<file path="src/rtl/ic_pkg_end_unused.sv">
// holds no code
`timescale 1ns/100ps
`default_nettype none
`default_nettype wire

</file>
<file path="src/rtl/ic_pkg.sv">
// constants shared by the interrupt controller files
package ic_pkg;
  // special-function register addresses
  localparam logic [7:0] IC_ADDR_EXP = 8'ha6;
  localparam logic [7:0] IC_ADDR_IRQ_ENABLE_LOW = 8'ha8;
  localparam logic [7:0] IC_ADDR_IP0 = 8'ha9;
  localparam logic [7:0] IC_ADDR_IRQ_ENABLE_HIGH = 8'hb8;
  localparam logic [7:0] IC_ADDR_IP1 = 8'hb9;
  localparam logic [7:0] IC_ADDR_FLAGS = 8'hc0;
  // reset values
  localparam logic [7:0] IC_RST_EXP = 8'h01;
  localparam logic [7:0] IC_RST_REG = 8'h00;
  // writable bits; unused bits read as zero
  localparam logic [7:0] IC_MASK_IEN = 8'hbf;
  localparam logic [7:0] IC_MASK_IP = 8'h3f;
  localparam logic [7:0] IC_MASK_EXP = 8'h3f;
  // field positions
  localparam int IC_IRQ_ENABLE_LOW_GLOBAL = 7;
  localparam int IC_IRQ_ENABLE_LOW_T2 = 5;
  localparam int IC_IRQ_ENABLE_LOW_SERIAL = 4;
  localparam int IC_IRQ_ENABLE_LOW_T1 = 3;
  localparam int IC_IRQ_ENABLE_LOW_PF = 2;
  localparam int IC_IRQ_ENABLE_LOW_T0 = 1;
  localparam int IC_IRQ_ENABLE_LOW_PIN = 0;
  localparam int IC_IRQ_ENABLE_HIGH_TIMER2_RELOAD_FLAG = 7;
  localparam int IC_IRQ_ENABLE_HIGH_TICK = 5;
  localparam int IC_IRQ_ENABLE_HIGH_MISC = 4;
  localparam int IC_IRQ_ENABLE_HIGH_WU = 3;
  localparam int IC_IRQ_ENABLE_HIGH_SPI = 2;
  localparam int IC_IRQ_ENABLE_HIGH_RADIO = 1;
  localparam int IC_IRQ_ENABLE_HIGH_RDY = 0;
  localparam int IC_EXP_GP_LO = 3;
  localparam int IC_EXP_GP_HI = 5;
  localparam int IC_F_TIMER2_RELOAD_FLAG = 7;
  localparam int IC_F_TF2 = 6;
  localparam int IC_F_TICK = 5;
  localparam int IC_F_MISC = 4;
  localparam int IC_F_WU = 3;
  localparam int IC_F_SPI = 2;
  localparam int IC_F_RADIO = 1;
  localparam int IC_F_RDY = 0;
  // vector slots, in fixed polling order
  localparam int IC_NUM_SLOTS = 12;
  localparam logic [3:0] IC_S_PIN = 4'h0;
  localparam logic [3:0] IC_S_T0 = 4'h1;
  localparam logic [3:0] IC_S_PF = 4'h2;
  localparam logic [3:0] IC_S_T1 = 4'h3;
  localparam logic [3:0] IC_S_SER = 4'h4;
  localparam logic [3:0] IC_S_T2 = 4'h5;
  localparam logic [3:0] IC_S_RDY = 4'h6;
  localparam logic [3:0] IC_S_RADIO = 4'h7;
  localparam logic [3:0] IC_S_SPI = 4'h8;
  localparam logic [3:0] IC_S_WU = 4'h9;
  localparam logic [3:0] IC_S_MISC = 4'ha;
  localparam logic [3:0] IC_S_TICK = 4'hb;
  localparam logic [15:0] IC_VEC [0:11] = '{16'h0003, 16'h000b, 16'h0013, 16'h001b,
    16'h0023, 16'h002b, 16'h0043, 16'h004b, 16'h0053, 16'h005b, 16'h0063, 16'h006b};
  localparam logic [2:0] IC_GRP [0:11] = '{3'h0, 3'h1, 3'h2, 3'h3, 3'h4, 3'h5,
    3'h0, 3'h1, 3'h2, 3'h3, 3'h4, 3'h5};
  localparam int IC_NUM_GROUPS = 6;
  localparam int IC_NUM_LEVELS = 4;
  localparam int IC_SYNC_STAGES = 3;
endpackage

</file>
<file path="src/rtl/ic_ctrl.sv">
// interrupt controller: sensing, enables, priority groups and vectoring
// How it works
// - twenty sources feed twelve vectors, resolved over four priority levels
// - enabled request vectors the core; only higher level preempts running handler
// - dedicated vectors: pin 03, t0 0b, pf 13, t1 1b, rdy 43, radio 4b ...
// - shared vectors: serial 23, timer2 2b, spi/2-wire 53
// - each source sensed by its own polarity or edge
// - wakeup pin seen rising inside; mode config bit 2 picks pin polarity
// - extension bits 5..3 route one of three pins; software sets one only
// - misc request is OR of crystal, converter and random ready
// - radio, wakeup, misc and tick need their wakeup enables
// - enable-low bit 7 is global; zero blocks every interrupt
// - enable-low bit 5 timer2, 4 serial, 0 pin; bit 6 unused
// - enable-high: 7 reload, 5 tick, 4 misc, 2 spi, 1 radio, 0 rdy
// - spi/2-wire share one line, enabled by extension bits 2..0, reset 01
// - six groups, level from bit pairs of two priority registers
// - groups: pin/rdy, t0/radio, pf/spi, t1/wakeup, serial/misc, t2/tick
// - level is high-register bit then low-register bit; 11 is highest
// - flag register holds reload, t2, tick, misc, wakeup, spi, radio, rdy
// - flags 5..1 clear on service; 7, 6 and 0 cleared by software
`timescale 1ns/100ps
`default_nettype none
module ic_ctrl #(
  parameter int GP_PINS = 3
) (
  // clock, reset, enable
  input wire logic core_clk,
  input wire logic rstn,
  input wire logic ce,
  // special-function register port
  input wire logic [7:0] sfr_addr,
  input wire logic sfr_wr,
  input wire logic sfr_rd,
  input wire logic [7:0] sfr_wdata,
  output logic [7:0] sfr_rdata,
  // core vectoring
  input wire logic irq_ack,
  input wire logic irq_return,
  output logic irq_req,
  output logic [15:0] irq_vector,
  output logic [1:0] irq_level,
  output logic [11:0] src_taken,
  // pins
  input wire logic gp_pin_irq_a,
  input wire logic gp_pin_irq_b,
  input wire logic gp_pin_irq_c,
  input wire logic pin_wakeup_irq,
  // on-chip sources
  input wire logic power_fail_irq_n,
  input wire logic timer0_overflow_flag,
  input wire logic timer1_overflow_flag,
  input wire logic timer2_overflow_flag,
  input wire logic timer2_reload_flag,
  input wire logic serial_rx_flag,
  input wire logic serial_tx_flag,
  input wire logic radio_spi_ready_irq,
  input wire logic radio_irq,
  input wire logic master_spi_done,
  input wire logic slave_spi_done,
  input wire logic two_wire_done,
  input wire logic crystal_started_event,
  input wire logic converter_ready_event,
  input wire logic random_ready_event,
  input wire logic low_power_tick_irq,
  // wakeup and mode configuration held elsewhere
  input wire logic wake_en_radio,
  input wire logic wake_en_pin,
  input wire logic wake_en_misc,
  input wire logic wake_en_tick,
  input wire logic wake_pin_active_high
);
  typedef struct packed {
    logic [7:0] irq_enable_low;
    logic [7:0] irq_enable_high;
    logic [7:0] ip0;
    logic [7:0] ip1;
    logic [7:0] exp;
    logic [7:0] flags;
    logic pin_pend;
    logic pf_pend;
    logic pin_prev;
    logic pf_prev;
    logic radio_prev;
    logic wu_prev;
    logic misc_prev;
    logic tick_prev;
    logic tf2_prev;
    logic timer2_reload_flag_prev;
    logic [2:0] spi_prev;
    logic [3:0] insvc;
    logic req;
    logic [15:0] vec;
    logic [1:0] lvl;
    logic [3:0] sel;
    logic [11:0] taken;
    logic [7:0] rdata;
  } ic_state_s;

  localparam ic_state_s IC_RST = '{exp: ic_pkg::IC_RST_EXP, pf_prev: 1'b1, wu_prev: 1'b1, default: '0};

  ic_state_s st_r;
  ic_state_s st_nxt;
  logic [3:0] pins_stable;
  logic pin_fall;
  logic pf_fall;
  logic misc_rise;
  logic [7:0] flag_set;
  logic [11:0] rq;

  if (GP_PINS != 3) begin : g_bad_pins
    $error("ic_ctrl serves exactly three routed pins");
  end

  // pins come from outside the clock domain
  ic_pin_sync #(.WIDTH(4), .STAGES(ic_pkg::IC_SYNC_STAGES), .RST_VAL(4'hf)) u_sync (
    .core_clk(core_clk),
    .rstn(rstn),
    .ce(ce),
    .pin_async({pin_wakeup_irq, gp_pin_irq_c, gp_pin_irq_b, gp_pin_irq_a}),
    .pin_stable(pins_stable)
  );

  function automatic logic [1:0] grp_level(input logic [7:0] ip1, input logic [7:0] ip0,
                                           input logic [2:0] g);
    return {ip1[g], ip0[g]};
  endfunction

  // highest level in service: {valid, level}
  function automatic logic [2:0] top_insvc(input logic [3:0] s);
    logic [2:0] t;
    t = 3'h0;
    for (int l = 0; l < ic_pkg::IC_NUM_LEVELS; l++) begin
      if (s[l]) begin
        t = {1'b1, 2'(l)};
      end
    end
    return t;
  endfunction

  always_comb begin
    logic pin_sel;
    logic wu_lvl;
    logic radio_edge;
    logic spi_edge;
    logic wu_rise;
    logic tick_rise;
    logic misc_now;
    logic best_v;
    logic [1:0] best_l;
    logic [3:0] best_i;
    logic [1:0] li;
    logic [2:0] top;
    logic [2:0] spi_now;
    st_nxt = st_r;
    st_nxt.taken = '0;
    // selected pin, active low; software keeps one select bit set
    pin_sel = |(st_r.exp[ic_pkg::IC_EXP_GP_HI:ic_pkg::IC_EXP_GP_LO] & ~pins_stable[2:0]);
    pin_fall = pin_sel & ~st_r.pin_prev;
    pf_fall = st_r.pf_prev & ~power_fail_irq_n;
    wu_lvl = wake_pin_active_high ? pins_stable[3] : ~pins_stable[3];
    wu_rise = wake_en_pin & wu_lvl & ~st_r.wu_prev;
    radio_edge = wake_en_radio & (radio_irq ^ st_r.radio_prev);
    spi_now = {two_wire_done, master_spi_done, slave_spi_done};
    spi_edge = |((spi_now ^ st_r.spi_prev) & st_r.exp[2:0]);
    misc_now = crystal_started_event | converter_ready_event | random_ready_event;
    misc_rise = wake_en_misc & misc_now & ~st_r.misc_prev;
    tick_rise = wake_en_tick & low_power_tick_irq & ~st_r.tick_prev;
    flag_set = {timer2_reload_flag & ~st_r.timer2_reload_flag_prev, timer2_overflow_flag & ~st_r.tf2_prev,
                tick_rise, misc_rise, wu_rise, spi_edge, radio_edge, radio_spi_ready_irq};
    st_nxt.pin_prev = pin_sel;
    st_nxt.pf_prev = power_fail_irq_n;
    st_nxt.wu_prev = wu_lvl;
    st_nxt.radio_prev = radio_irq;
    st_nxt.spi_prev = spi_now;
    st_nxt.misc_prev = misc_now;
    st_nxt.tick_prev = low_power_tick_irq;
    st_nxt.tf2_prev = timer2_overflow_flag;
    st_nxt.timer2_reload_flag_prev = timer2_reload_flag;

    // register writes
    if (sfr_wr) begin
      case (sfr_addr)
        ic_pkg::IC_ADDR_EXP: st_nxt.exp = sfr_wdata & ic_pkg::IC_MASK_EXP;
        ic_pkg::IC_ADDR_IRQ_ENABLE_LOW: st_nxt.irq_enable_low = sfr_wdata & ic_pkg::IC_MASK_IEN;
        ic_pkg::IC_ADDR_IP0: st_nxt.ip0 = sfr_wdata & ic_pkg::IC_MASK_IP;
        ic_pkg::IC_ADDR_IRQ_ENABLE_HIGH: st_nxt.irq_enable_high = sfr_wdata & ic_pkg::IC_MASK_IEN;
        ic_pkg::IC_ADDR_IP1: st_nxt.ip1 = sfr_wdata & ic_pkg::IC_MASK_IP;
        ic_pkg::IC_ADDR_FLAGS: st_nxt.flags = sfr_wdata;
        default: st_nxt.exp = st_nxt.exp;
      endcase
    end

    // vector taken: mark level in service and auto-clear pin, pf and flags 5..1
    if (irq_ack && st_r.req) begin
      st_nxt.insvc[st_r.lvl] = 1'b1;
      st_nxt.taken[st_r.sel] = 1'b1;
      case (st_r.sel)
        ic_pkg::IC_S_PIN: st_nxt.pin_pend = 1'b0;
        ic_pkg::IC_S_PF: st_nxt.pf_pend = 1'b0;
        ic_pkg::IC_S_RADIO: st_nxt.flags[ic_pkg::IC_F_RADIO] = 1'b0;
        ic_pkg::IC_S_SPI: st_nxt.flags[ic_pkg::IC_F_SPI] = 1'b0;
        ic_pkg::IC_S_WU: st_nxt.flags[ic_pkg::IC_F_WU] = 1'b0;
        ic_pkg::IC_S_MISC: st_nxt.flags[ic_pkg::IC_F_MISC] = 1'b0;
        ic_pkg::IC_S_TICK: st_nxt.flags[ic_pkg::IC_F_TICK] = 1'b0;
        default: st_nxt.pin_pend = st_nxt.pin_pend; // timer2, rdy: software clears
      endcase
    end
    top = top_insvc(st_r.insvc);
    if (irq_return && top[2]) begin
      st_nxt.insvc[top[1:0]] = 1'b0;
    end

    // new events win over any clear in the same cycle
    st_nxt.flags = st_nxt.flags | flag_set;
    st_nxt.pin_pend = st_nxt.pin_pend | pin_fall;
    st_nxt.pf_pend = st_nxt.pf_pend | pf_fall;

    // per-vector requests
    rq[ic_pkg::IC_S_PIN] = st_r.pin_pend & st_r.irq_enable_low[ic_pkg::IC_IRQ_ENABLE_LOW_PIN];
    rq[ic_pkg::IC_S_T0] = timer0_overflow_flag & st_r.irq_enable_low[ic_pkg::IC_IRQ_ENABLE_LOW_T0];
    rq[ic_pkg::IC_S_PF] = st_r.pf_pend & st_r.irq_enable_low[ic_pkg::IC_IRQ_ENABLE_LOW_PF];
    rq[ic_pkg::IC_S_T1] = timer1_overflow_flag & st_r.irq_enable_low[ic_pkg::IC_IRQ_ENABLE_LOW_T1];
    rq[ic_pkg::IC_S_SER] = (serial_rx_flag | serial_tx_flag)
                           & st_r.irq_enable_low[ic_pkg::IC_IRQ_ENABLE_LOW_SERIAL];
    rq[ic_pkg::IC_S_T2] = (st_r.flags[ic_pkg::IC_F_TF2] & st_r.irq_enable_low[ic_pkg::IC_IRQ_ENABLE_LOW_T2])
                          | (st_r.flags[ic_pkg::IC_F_TIMER2_RELOAD_FLAG] & st_r.irq_enable_high[ic_pkg::IC_IRQ_ENABLE_HIGH_TIMER2_RELOAD_FLAG]);
    rq[ic_pkg::IC_S_RDY] = st_r.flags[ic_pkg::IC_F_RDY] & st_r.irq_enable_high[ic_pkg::IC_IRQ_ENABLE_HIGH_RDY];
    rq[ic_pkg::IC_S_RADIO] = st_r.flags[ic_pkg::IC_F_RADIO] & st_r.irq_enable_high[ic_pkg::IC_IRQ_ENABLE_HIGH_RADIO];
    rq[ic_pkg::IC_S_SPI] = st_r.flags[ic_pkg::IC_F_SPI] & st_r.irq_enable_high[ic_pkg::IC_IRQ_ENABLE_HIGH_SPI];
    rq[ic_pkg::IC_S_WU] = st_r.flags[ic_pkg::IC_F_WU] & st_r.irq_enable_high[ic_pkg::IC_IRQ_ENABLE_HIGH_WU];
    rq[ic_pkg::IC_S_MISC] = st_r.flags[ic_pkg::IC_F_MISC] & st_r.irq_enable_high[ic_pkg::IC_IRQ_ENABLE_HIGH_MISC];
    rq[ic_pkg::IC_S_TICK] = st_r.flags[ic_pkg::IC_F_TICK] & st_r.irq_enable_high[ic_pkg::IC_IRQ_ENABLE_HIGH_TICK];

    // scan high index to low so a tie leaves the lowest vector
    best_v = 1'b0;
    best_l = 2'h0;
    best_i = 4'h0;
    for (int i = ic_pkg::IC_NUM_SLOTS - 1; i >= 0; i--) begin
      li = grp_level(st_r.ip1, st_r.ip0, ic_pkg::IC_GRP[i]);
      if (rq[i] && (!best_v || li >= best_l)) begin
        best_v = 1'b1;
        best_l = li;
        best_i = 4'(i);
      end
    end
    // held off during the ack cycle so one request gives one vector
    st_nxt.req = st_r.irq_enable_low[ic_pkg::IC_IRQ_ENABLE_LOW_GLOBAL] & best_v
                 & (!top[2] || best_l > top[1:0])
                 & ~(irq_ack & st_r.req);
    st_nxt.vec = ic_pkg::IC_VEC[best_i];
    st_nxt.lvl = best_l;
    st_nxt.sel = best_i;

    // register reads, answer one cycle later, unmapped reads zero
    if (sfr_rd) begin
      case (sfr_addr)
        ic_pkg::IC_ADDR_EXP: st_nxt.rdata = st_r.exp;
        ic_pkg::IC_ADDR_IRQ_ENABLE_LOW: st_nxt.rdata = st_r.irq_enable_low;
        ic_pkg::IC_ADDR_IP0: st_nxt.rdata = st_r.ip0;
        ic_pkg::IC_ADDR_IRQ_ENABLE_HIGH: st_nxt.rdata = st_r.irq_enable_high;
        ic_pkg::IC_ADDR_IP1: st_nxt.rdata = st_r.ip1;
        ic_pkg::IC_ADDR_FLAGS: st_nxt.rdata = st_r.flags;
        default: st_nxt.rdata = 8'h00;
      endcase
    end
  end

  always_ff @(posedge core_clk) begin
    if (!rstn) begin
      st_r <= IC_RST;
    end else if (ce) begin
      st_r <= st_nxt;
    end
  end

  assign sfr_rdata = st_r.rdata;
  assign irq_req = st_r.req;
  assign irq_vector = st_r.vec;
  assign irq_level = st_r.lvl;
  assign src_taken = st_r.taken;
endmodule
`default_nettype wire

</file>
<file path="src/rtl/ic_pin_sync.sv">
// three-flop pin synchroniser with agreement filter
`timescale 1ns/100ps
`default_nettype none
module ic_pin_sync #(
  parameter int WIDTH = 4,
  parameter int STAGES = ic_pkg::IC_SYNC_STAGES,
  parameter logic [WIDTH-1:0] RST_VAL = '1
) (
  // clock and control
  input wire logic core_clk,
  input wire logic rstn,
  input wire logic ce,
  // pins and filtered levels
  input wire logic [WIDTH-1:0] pin_async,
  output logic [WIDTH-1:0] pin_stable
);
  typedef struct packed {
    logic [WIDTH-1:0] s1;
    logic [WIDTH-1:0] s2;
    logic [WIDTH-1:0] s3;
    logic [WIDTH-1:0] stable;
  } icps_state_s;

  icps_state_s st_r;
  icps_state_s st_nxt;

  if (STAGES != 3) begin : g_bad_stages
    $error("ic_pin_sync supports exactly three stages");
  end

  // s1 feeds only s2; change is taken once s2 and s3 agree
  always_comb begin
    st_nxt = st_r;
    st_nxt.s1 = pin_async;
    st_nxt.s2 = st_r.s1;
    st_nxt.s3 = st_r.s2;
    for (int i = 0; i < WIDTH; i++) begin
      if (st_r.s2[i] == st_r.s3[i]) begin
        st_nxt.stable[i] = st_r.s3[i];
      end
    end
  end

  always_ff @(posedge core_clk) begin
    if (!rstn) begin
      st_r <= '{s1: RST_VAL, s2: RST_VAL, s3: RST_VAL, stable: RST_VAL};
    end else if (ce) begin
      st_r <= st_nxt;
    end
  end

  assign pin_stable = st_r.stable;
endmodule
`default_nettype wire

</file>
<file path="config.mk">
export PLATFORM = sky130hd
export DESIGN_NAME = ic_ctrl
export DESIGN_NICKNAME = d
export VERILOG_FILES = /design/src/rtl/ic_pkg_end_unused.sv /design/src/rtl/ic_pkg.sv /design/src/rtl/ic_ctrl.sv /design/src/rtl/ic_pin_sync.sv
export SDC_FILE = /design/constraint.sdc
export NUM_CORES = 1
export LEC_CHECK = 0
export BUFFER_PORTS_ARGS = -buffer_cell sky130_fd_sc_hd__buf_4
export CAP_MARGIN = 20
export CORE_ASPECT_RATIO = 0.8
export CORE_MARGIN = 2
export CORE_UTILIZATION = 60
export DETAILED_ROUTE_END_ITERATION = 10
export PLACE_DENSITY = 0.86
export SYNTH_ARGS = -nofsm -noshare
export SYNTH_HDL_FRONTEND = slang
export SYNTH_SLANG_ARGS = --single-unit
</file>
<file path="constraint.sdc">
create_clock -name core_clk -period 38.5 [get_ports core_clk]
set_clock_uncertainty 0.15 [all_clocks]
set_input_delay 3.85 -clock core_clk [delete_from_list [all_inputs] [get_ports core_clk]]
set_output_delay 3.85 -clock core_clk [all_outputs]
set_load 0.005 [all_outputs]
</file>
==> metrics.md, run 1 <==
| Metric | Value |
|---|---|
| Post-DP HPWL | 11170 µm |
| Reported leakage power | 2.731 nW |
| Seq cells post-synth | 104 |
| Number of antenna violations at the first check in global routing | 0 |
| Post-synthesis share of cell area spent on full adders, half adders and majority gates | 4.019% |
| Post-CTS Setup Repair Bufs | 0 |
| Later-pin clock latency in the skew report | 350 ps |
| Mapped Cells | 694 |
| Most frequently used flop master after synthesis | sky130_fd_sc_hd__dfxtp_1 |
| Clock tree from TritonCTS | done |
| Most used cell along the critical path | sky130_fd_sc_hd__a21oi_1 |
| Worst vdd ir | 0.00002901 V |
| Count of unique library cells instantiated by Yosys | 67 |
| Slew @ Worst Pin | 854.6 ps |
| Max-Cap Viols | 0 |
| Vias in the first global route | 4896 |
| Area taken by multi-input logic gates | 3372 µm² |
| Outcome | complete, no violations |
| Synthesized-area fraction occupied by ao, oa, aoi and oai cells | 21.04% |
| Dominant combinational cell family by area after synthesis | simple AND/OR/NAND/NOR gates |
| Buffers from clock root to sink, at most | 2 |
| Xor-xnor portion of the synthesized cell area | 0.8883% |
| CTS buffer count | 9 |
| Per-cell routed wire length | 18.16 µm |
| Simple-gate portion of the synthesized area | 21.24% |
| Clock slew at the register clock pins of the worst setup and hold paths | 70 ps |
| Initial standard-cell utilization of the core | 61.56% |
| Quantity of hold-fixing buffers added after cts | 0 |
| CTS Sinks | 104 |
| Setup slack after layout | 22540 ps |
| Die width | 115.0 µm |
| Setup slack at placement | 22860 ps |
| Number of routed nets with antenna violations | 0 |
| Iteration-0 DRC count of the detailed router | 454 |
| Leading area contributor after synthesis | sky130_fd_sc_hd__dfxtp_1 |
| Final Cycle Share | 41.47% |
| Sequential fraction of design power | 48.6% |
| Ant. Diodes | 0 |
| Type of the worst min-delay path | reg -> reg |
| Arrival @ worst endpoint | 16050 ps |
| Endpoint type of the worst setup path | flop |
| Number of enable flip-flop cells after synthesis | 0 |
| Footprint of the flip-flops and latches | 2082 µm² |
| Fill cell count | 770 |
| Fin crit period | 15960 ps |
| Normalized max-slew margin | 43.03% |
| Share of power burned in combinational logic | 7.4% |
| Number of warnings issued by yosys | 0 |
| Post-synth design cell area | 5916 µm² |
| Max Fclk | 62.64 MHz |
| Fraction of final layout cells sized beyond drive strength 1 | 14.97% |
| Final RePlAce weighted congestion | 0.8880 |
| Hold Startpoint | st_r[67]$_SDFFE_PN0P_ |
| Number of setup violations in the final report | 0 |
| Maximum number of pins on one net before global-route repair | 105 |
| DRT Pass-1 Iters | 6 |
| Sw Pwr | 52.16 µW |
| Share of total power in the clock network | 44.0% |
| Cell type of the slowest stage on the worst timing path | sky130_fd_sc_hd__dfxtp_1 |
| PD cells | 35.01 nW/µm² |
| Final Hold Viols | 0 |
| Leading cell types by total area after synthesis | sky130_fd_sc_hd__dfxtp_1, sky130_fd_sc_hd__mux2i_1, sky130_fd_sc_hd__nor2b_1, sky130_fd_sc_hd__buf_4, sky130_fd_sc_hd__a21oi_1 |
| Data required time of the worst path | 38590 ps |
| Startpoint Class | flop |
| Worst Setup SP | st_r[65]$_SDFFE_PN0P_ |
| Share of the yosys chip area belonging to registers | 35.19% |
| Chip Height | 92.81 µm |
| Overall power | 231.6 µW |
| Number of remaining DRC errors | 0 |
| Largest stage delay, worst path | 470 ps |
| Resized Gates After CTS | 0 |
| Floorplan die area | 10670 µm² |
| Share of Yosys cell area claimed by the top area cell type | 35.19% |
| Wire length of the first global-routing pass | 24430 µm |
| Share of synthesized area spent on multiplexers | 9.179% |
| Class of the most critical setup path | reg -> reg |
| Asr flop ratio synth | 0% |
| Commonest non-fill, non-tap cells in the layout | sky130_fd_sc_hd__dfxtp_1, sky130_fd_sc_hd__buf_4, sky130_fd_sc_hd__nor2b_1 |
| Post-layout util | 68.83% |
| Via count | 5320 |
| Total internal power | 179.4 µW |
| Layout Area Growth over Synthesis | 11.80% |
| Nets@finish | 790 |
| Fraction of power spent switching nets | 22.53% |
| Sum of routed wire length over all layers | 15380 µm |
| Overall Global Routing Usage | 29.08% |
| Buffers added on ports | 76 |
| Core area | 9609 µm² |
| Post-route worst hold slack | 328.3 ps |
| Commonest non-fill, non-tap cell in the layout | sky130_fd_sc_hd__dfxtp_1 |
| Average cell area after synthesis | 8.524 µm² |
| Summed negative setup slack over all endpoints | 0 ps |
| Maximum fanout count along the critical path | 7 |
| Row Count | 32 |
| Via-to-Cell Ratio | 6.281 |
| Number of levels the H-tree was split into | 3 |
| Unrepaired setup endpoints after global routing | false |
| Overflow after GRT | 0 |
| Count of pins over their slew limit | 0 |
| Boundary Pins | 87 |
| Root Driver | sky130_fd_sc_hd__clkbuf_16 |
| Reg-to-reg critical path startpoint | st_r[65]$_SDFFE_PN0P_ |
## final timing paths
check	cells past startpoint	slack [ps]	end
worst min-delay path	2	330	st_r[67]$_SDFFE_PN0P_
worst max register to register	75	22540	irq_req$_SDFFE_PN0P_
worst max-delay path	75	22540	irq_req$_SDFFE_PN0P_
worst min register to register	2	330	st_r[67]$_SDFFE_PN0P_
## metrics by stage
stage | cell area (µm²) | instances
after floorplan | 5949 | 703
after global placement | 6271 | 830
after detailed placement | 6271 | 830
after CTS | 6609 | 846
after global routing | 6614 | 847
final | 6614 | 847
## cell usage after synthesis (all sizes together), types with 7 or more instances
library cell,number
mux2i,49
and3,7
a22oi,16
clkbuf,27
nand2b,19
dfxtp,104
a21oi,55
nand3,19
and2,8
ha,19
nor2,39
nor2b,62
buf,41
inv,26
nor3,11
nand2,51
o21ai,27
a31oi,8
## power by group through the flow
stage / combinational (mW) / clock (mW) / sequential (mW)
floorplan: 0.0111 / 0 / 0.114
global placement: 0.0163 / 0 / 0.115
detailed placement: 0.0168 / 0 / 0.115
CTS: 0.0170 / 0.103 / 0.112
global route: 0.0186 / 0.107 / 0.113
finish: 0.0171 / 0.102 / 0.112
## critical path, delay by kind of cell (launching register included)
kind            cells  cell delay [ps]
flops               1              470
buf+inv             1               50
compound gates     35             7040
simple gates       25             4260
fa+ha+maj          12             3220
mux                 2              670
## final cells by class
class                           count  area share [%]
Multi-Input combinational cell    505           50.98
Sequential cell                   104           31.48
Timing Repair Buffer               77           8.702
Clock buffer                       11           3.821
Tap cell                          119           2.251
Inverter                           26           1.476
Clock inverter                      5           1.286
## flip-flops by register name, indices dropped and copies added (netlist names)
name	flops
sfr_rdata	8
st_r	61
irq_req	1
u_sync.st_r	4
u_sync.st_nxt	8
irq_level	2
irq_vector	4
src_taken	12
u_sync.pin_stable	4
## layer usage
| layer | track usage (%) | vias to the layer above | share of wire (%) | wire length, µm |
|---|---|---|---|---|
| li1 | - | 2499 | - | - |
| met3 | 4.974 | 35 | 7.0 | 1082 |
| met5 | 0 | - | 0 | 0 |
| met4 | 10.34 | 0 | 2.2 | 340 |
| met1 | 40.39 | 2571 | 45 | 6860 |
| met2 | 45.49 | 215 | 46 | 7097 |
## logic make-up (layout without fill, tap and decap cells)
group,count (synthesis),count (layout)
XOR/XNOR,6,6
other,1,10
AND/OR/NAND/NOR,238,238
flip-flops,104,104
AO/OA/AOI/OAI,179,179
multiplexers,53,53
buffers and inverters,94,119
adder cells (fa/ha/maj),19,19
Power figures use the tool's default switching activity.
==> run 2: changes to the inputs <==
--- a/config.mk
+++ b/config.mk
@@ -9,9 +9,9 @@
 export CAP_MARGIN = 20
 export CORE_ASPECT_RATIO = 0.8
 export CORE_MARGIN = 2
-export CORE_UTILIZATION = 60
+export CORE_UTILIZATION = 58
 export DETAILED_ROUTE_END_ITERATION = 10
-export PLACE_DENSITY = 0.86
+export PLACE_DENSITY = 0.84
 export SYNTH_ARGS = -nofsm -noshare
 export SYNTH_HDL_FRONTEND = slang
 export SYNTH_SLANG_ARGS = --single-unit
==> constraint.sdc (replaced) <==
create_clock -name core_clk -period 16.1 [get_ports core_clk]
set_clock_uncertainty 0.15 [all_clocks]
set_input_delay 1.61 -clock core_clk [delete_from_list [all_inputs] [get_ports core_clk]]
set_output_delay 1.61 -clock core_clk [all_outputs]
set_load 0.005 [all_outputs]
==> run 2 against run 1 <==
Net effect: sequential power up 140%; first-iteration DRC count down 0.22%; combinational power up 140%; worst hold slack worse by 3.3 ps; critical endpoint unchanged; clock power up 130%; power up 130%; via count down 1.2%; utilization down 0.35 points; cell count up 2.4%; final area up 1.2%.
==> metrics.md, run 2 (synthesis gave the netlist of run 1 again) <==
| Metric | Value |
|---|---|
| Outcome | complete, no violations |
| DRT Pass-1 Iters | 5 |
| Chip Height | 94.33 µm |
| Sum of routed wire length over all layers | 15050 µm |
| Fin crit period | 15080 ps |
| Sum of buffers and inverters on the critical path | 1 |
| Iteration-0 DRC count of the detailed router | 453 |
| CTS buffer count | 9 |
| Buffers from clock root to sink, at most | 2 |
| Count of pins over their slew limit | 0 |
| Clock slew at the register clock pins of the worst setup and hold paths | 70 ps |
| Via-to-Cell Ratio | 6.065 |
| Ant. Diodes | 0 |
| Layout Area Growth over Synthesis | 13.09% |
| Commonest non-fill, non-tap cell in the layout | sky130_fd_sc_hd__dfxtp_1 |
| Via count | 5258 |
| Number of flip-flops in the largest register | 61 |
| Reported leakage power | 2.741 nW |
| Data required time of the worst path | 16190 ps |
| Commonest non-fill, non-tap cells in the layout | sky130_fd_sc_hd__dfxtp_1, sky130_fd_sc_hd__buf_4, sky130_fd_sc_hd__nor2b_1 |
| Nets@finish | 794 |
| Class of the most critical setup path | reg -> reg |
| Final Hold Viols | 0 |
| Buffers added on ports | 76 |
| Fraction of final layout cells sized beyond drive strength 1 | 16.55% |
| Initial standard-cell utilization of the core | 60.55% |
| Boundary Pins | 87 |
| Post-layout util | 68.48% |
| Number of placed instances with taps included | 847 |
| Endpoint type of the worst setup path | flop |
| PD cells | 81.27 nW/µm² |
| Vias in the first global route | 4820 |
| Final RePlAce weighted congestion | 0.9294 |
| Cell type of the slowest stage on the worst timing path | sky130_fd_sc_hd__dfxtp_1 |
| Number of antenna violations at the first check in global routing | 0 |
| Wire length of the first global-routing pass | 23650 µm |
| Register with the most flip-flops | st_r |
| Final Cycle Share | 93.67% |
| Clock tree from TritonCTS | done |
| Max-Cap Viols | 0 |
| Max Fclk | 66.31 MHz |
| Number of routed nets with antenna violations | 0 |
| Maximum number of pins on one net before global-route repair | 105 |
| Maximum fanout count along the critical path | 9 |
| Root Driver | sky130_fd_sc_hd__clkbuf_16 |
| Core area | 9769 µm² |
| Wire length on met1 | 6806 µm |
| Overflow after GRT | 0 |
| Die width | 116.9 µm |
| Row Count | 32 |
| Number of standard cells in the layout, taps in and fillers out | 867 |
| Worst vdd ir | 0.00006156 V |
| Floorplan die area | 11030 µm² |
| Most used cell along the critical path | sky130_fd_sc_hd__ha_1 |
| Post-DP HPWL | 10930 µm |
| Wire length on met3 | 1095 µm |
| Number of remaining DRC errors | 0 |
| Largest stage delay, worst path | 570 ps |
| Per-cell routed wire length | 17.36 µm |
| Slew @ Worst Pin | 1128 ps |
| Number of levels the H-tree was split into | 3 |
| Uppermost metal layer occupied by signal nets | met4 |
| CTS Sinks | 104 |
| Later-pin clock latency in the skew report | 350 ps |
| Normalized max-slew margin | 24.09% |
| Number of setup violations in the final report | 0 |
| Cell type group with the largest total delay on the critical path | compound AO/OA/AOI/OAI gates |
| Startpoint Class | flop |
| Arrival @ worst endpoint | 15170 ps |
| Overall Global Routing Usage | 27.44% |
| Met2 wire len | 6872 µm |
| Type of the worst min-delay path | reg -> reg |
[run 2: changes by cell type in the layout (fill, tap and decap cells not counted), sizes merged]
cell    change
inv         -2
clkbuf      -2
buf         +5
clkinv      +2
[run 2: worst reg2reg max path: cells and delay by family, from the launching register on]
| kind | cells | cell delay (ps) |
|---|---|---|
| buffers and inverters | 1 | 40 |
| adders and majority gates | 12 | 3180 |
| DFF | 1 | 570 |
| and+or+nand+nor | 27 | 4560 |
| muxes | 2 | 660 |
| AOI/OAI and AO/OA | 33 | 5820 |
[run 2: cell type report]
type | count | area, µm²
repair buffers | 81 | 608.1
inverters | 26 | 97.59
fillers | 792 | 3079
multi-input cells | 505 | 3410
flip-flops and latches | 104 | 2085
clock inverters | 5 | 81.33
clock buffers | 10 | 239.0
well taps | 136 | 170.2
[run 2: through the flow]
step / hold WS [ps] / worst slack [ps] / area [µm²] / TNS (ps) / total power, mW
after floorplan: 285.4 / 2000 / 5949 / 0 / 0.2988
after global placement: 304.1 / 1218 / 6292 / 0 / 0.3131
after detailed placement: 309.9 / 341.6 / 6292 / 0 / 0.3146
after CTS: 328.0 / 239.8 / 6613 / 0 / 0.5460
after global routing: 352.2 / -89.63 / 6690 / -89.63 / 0.5595
final: 325.0 / 1019 / 6690 / 0 / 0.5437
[run 2: worst paths after layout]
check / from / end / slack, ps / cells after the start
max: st_r[81]$_SDFFE_PN0P_ / irq_req$_SDFFE_PN0P_ / 1020 / 75
min: u_sync.st_r[5]$_SDFFE_PN1P_ / u_sync.st_r[5]$_SDFFE_PN1P_ / 320 / 2
min reg2reg: u_sync.st_r[5]$_SDFFE_PN1P_ / u_sync.st_r[5]$_SDFFE_PN1P_ / 320 / 2
max reg2reg: st_r[81]$_SDFFE_PN0P_ / irq_req$_SDFFE_PN0P_ / 1020 / 75
[run 2: metal layers]
layer / vias to the layer above / track usage, %
li1: 2503 / -
met1: 2502 / 37.50
met3: 29 / 6.996
met2: 224 / 42.39
met5: - / 0
met4: 0 / 9.216
[run 2: repair_timing]
action,4_1_cts,5_1_grt
hold buffers,0,0
endpoints found under the setup margin,0,10
gates resized for setup,0,10
setup buffers,0,5
[run 2: power by group]
group / internal, mW / switching [mW] / total, mW
Combinational: 0.0200 / 0.0206 / 0.0406
Sequential: 0.263 / 0.00577 / 0.269
Clock: 0.140 / 0.0945 / 0.234
Total: 0.423 / 0.121 / 0.544
==> run 3: changes to the inputs <==
--- a/config.mk
+++ b/config.mk
@@ -6,11 +6,10 @@
 export NUM_CORES = 1
 export LEC_CHECK = 0
 export BUFFER_PORTS_ARGS = -buffer_cell sky130_fd_sc_hd__buf_4
-export CAP_MARGIN = 20
-export CORE_ASPECT_RATIO = 0.8
 export CORE_MARGIN = 2
 export CORE_UTILIZATION = 58
 export DETAILED_ROUTE_END_ITERATION = 10
+export MAX_ROUTING_LAYER = met4
 export PLACE_DENSITY = 0.84
 export SYNTH_ARGS = -nofsm -noshare
 export SYNTH_HDL_FRONTEND = slang
==> run 3 against run 2 <==
Net effect: via count about the same; fmax decreased by 0.89%; flip-flop and latch count unchanged; largest cell class unchanged; routed wire length increased by 1.6%; sequential power about the same; clock power decreased by 24%.
==> metrics.md, run 3 (synthesis gave the netlist of run 1 again) <==
| Metric | Value |
|---|---|
| Sw Pwr | 127.4 µW |
| Fin crit period | 15220 ps |
| Core area | 9819 µm² |
| Type of the worst min-delay path | reg -> reg |
| Via-to-Cell Ratio | 6.070 |
| Number of standard cells in the layout, taps in and fillers out | 867 |
| Worst reg2reg setup slack | 880 ps |
| Final Cycle Share | 94.51% |
| Hold Crit Depth | 2 |
| Normalized max-slew margin | 43.84% |
| Clock slew at the register clock pins of the worst setup and hold paths | 100 ps |
| Worst vdd ir | 0.00005375 V |
| Number of placed instances with taps included | 845 |
| Commonest non-fill, non-tap cell in the layout | sky130_fd_sc_hd__dfxtp_1 |
| Startpoint Class | flop |
| Ant. Diodes | 0 |
| Buffers added on ports | 76 |
| Class of the most critical setup path | reg -> reg |
| Sum of routed wire length over all layers | 15290 µm |
| Number of remaining DRC errors | 0 |
| Number of flip-flops in the largest register | 61 |
| Count of pins over their slew limit | 0 |
| Number of setup violations in the final report | 0 |
| Layout Area Growth over Synthesis | 11.42% |
| Share of total power in the clock network | 36.4% |
| CTS Sinks | 104 |
| Fill cell count | 797 |
| Fraction of power spent switching nets | 26.15% |
| Wire length of the first global-routing pass | 24030 µm |
| Post-layout util | 67.13% |
| Cell area after layout | 6591 µm² |
| Cell area after placement | 6296 µm² |
| Largest stage delay, worst path | 570 ps |
| DRT Pass-1 Iters | 6 |
| Die width | 105.0 µm |
| Max-Cap Viols | 0 |
| Final RePlAce weighted congestion | 0.9817 |
| Arrival @ worst endpoint | 15340 ps |
| Maximum number of pins on one net before global-route repair | 105 |
| Maximum fanout count along the critical path | 9 |
| Overflow after GRT | 0 |
| Fraction of final layout cells sized beyond drive strength 1 | 16.76% |
| Buffers from clock root to sink, at most | 2 |
| Number of levels the H-tree was split into | 3 |
| Initial standard-cell utilization of the core | 60.24% |
| CTS buffer count | 9 |
| Endpoint type of the worst setup path | flop |
| Sequential fraction of design power | 55.2% |
| Post-DP HPWL | 10830 µm |
| Nets@finish | 796 |
| Boundary Pins | 87 |
| Final Hold Viols | 0 |
| Reg2reg path depth | 74 |
| Share of power burned in combinational logic | 8.4% |
| Most used cell along the critical path | sky130_fd_sc_hd__ha_1 |
| Clock tree from TritonCTS | done |
| Reported leakage power | 2.703 nW |
| Per-cell routed wire length | 17.63 µm |
| Outcome | complete, no violations |
| Floorplan die area | 11020 µm² |
| Total internal power | 359.7 µW |
| Iteration-0 DRC count of the detailed router | 600 |
| Register with the most flip-flops | st_r |
| Commonest non-fill, non-tap cells in the layout | sky130_fd_sc_hd__dfxtp_1, sky130_fd_sc_hd__buf_4, sky130_fd_sc_hd__nor2b_1 |
| Via count | 5263 |
| Data required time of the worst path | 16220 ps |
| Slew @ Worst Pin | 842.4 ps |
| PD cells | 73.89 nW/µm² |
| Number of routed nets with antenna violations | 0 |
| Number of antenna violations at the first check in global routing | 0 |
| Overall power | 487.0 µW |
| Overall Global Routing Usage | 27.70% |
| Cell type of the slowest stage on the worst timing path | sky130_fd_sc_hd__dfxtp_1 |
| Row Count | 36 |
| Chip Height | 105.0 µm |
| Max Fclk | 65.72 MHz |
| Vias in the first global route | 4845 |
| Later-pin clock latency in the skew report | 370 ps |
| Root Driver | sky130_fd_sc_hd__clkbuf_8 |
## run 3: cell count changes in the layout (fill, tap and decap cells not counted), sizes merged
cell	previous run	this run
buf	81	83
bufinv	2	1
clkbuf	10	9
clkinv	2	3
inv	26	28
## run 3: final cells by class
| type | instances | area [µm²] | share of cell area (%) |
|---|---|---|---|
| repair buffers | 83 | 623.1 | 9.453 |
| well taps | 133 | 166.4 | 2.525 |
| clock buffers | 9 | 123.9 | 1.879 |
| flip-flops and latches | 104 | 2085 | 31.62 |
| clock inverters | 7 | 98.84 | 1.500 |
| inverters | 26 | 97.59 | 1.481 |
| multi-input cells | 505 | 3397 | 51.54 |
## run 3: final timing paths
check,startpoint,endpoint
setup / recovery,st_r[81]$_SDFFE_PN0P_,irq_req$_SDFFE_PN0P_
hold / removal,sfr_rdata[6]$_SDFFE_PN0P_,sfr_rdata[6]$_SDFFE_PN0P_
setup reg to reg,st_r[81]$_SDFFE_PN0P_,irq_req$_SDFFE_PN0P_
hold reg to reg,sfr_rdata[6]$_SDFFE_PN0P_,sfr_rdata[6]$_SDFFE_PN0P_
## run 3: repair_timing
action                                  4_1_cts  5_1_grt
hold buffers                                  0        0
setup buffers                                 0        6
endpoints found under the setup margin        0        6
gates resized for setup                       0        8
## run 3: stage by stage
step           setup TNS (ps)  hold slack [ps]  setup slack, ps
3_3_place_gp                0            304.0             1292
5_1_grt                -94.43            362.1           -94.43
4_1_cts                     0            327.4            587.8
2_1_floorplan               0            285.4             2000
6_report                    0            327.4            883.2
3_5_place_dp                0            311.2            661.4
## run 3: power by group through the flow
stage          Clock [mW]  Combinational, mW  Sequential, mW
2_1_floorplan           0             0.0266           0.272
3_3_place_gp            0             0.0390           0.274
3_5_place_dp            0             0.0401           0.274
4_1_cts             0.179             0.0405           0.269
5_1_grt             0.190             0.0443           0.270
6_report            0.177             0.0409           0.269
## run 3: routing by layer
| layer | GRT usage, % | routed length (µm) | share of wire (%) | up-vias |
|---|---|---|---|---|
| met5 | - | 0 | 0 | - |
| met4 | 9.048 | 386 | 2.5 | 0 |
| met3 | 3.618 | 1175 | 7.7 | 41 |
| met2 | 44.90 | 7254 | 47 | 259 |
| met1 | 35.86 | 6469 | 42 | 2453 |
| li1 | - | - | - | 2510 |
## run 3: worst max-delay path, delay by kind of cell, from the launching register on
kind | cells | cell delay (ps)
buffers and inverters | 3 | 270
AND/OR/NAND/NOR | 23 | 4100
multiplexers | 3 | 970
AO/OA/AOI/OAI | 33 | 5830
flip-flops | 1 | 570
adder cells (fa/ha/maj) | 12 | 3210
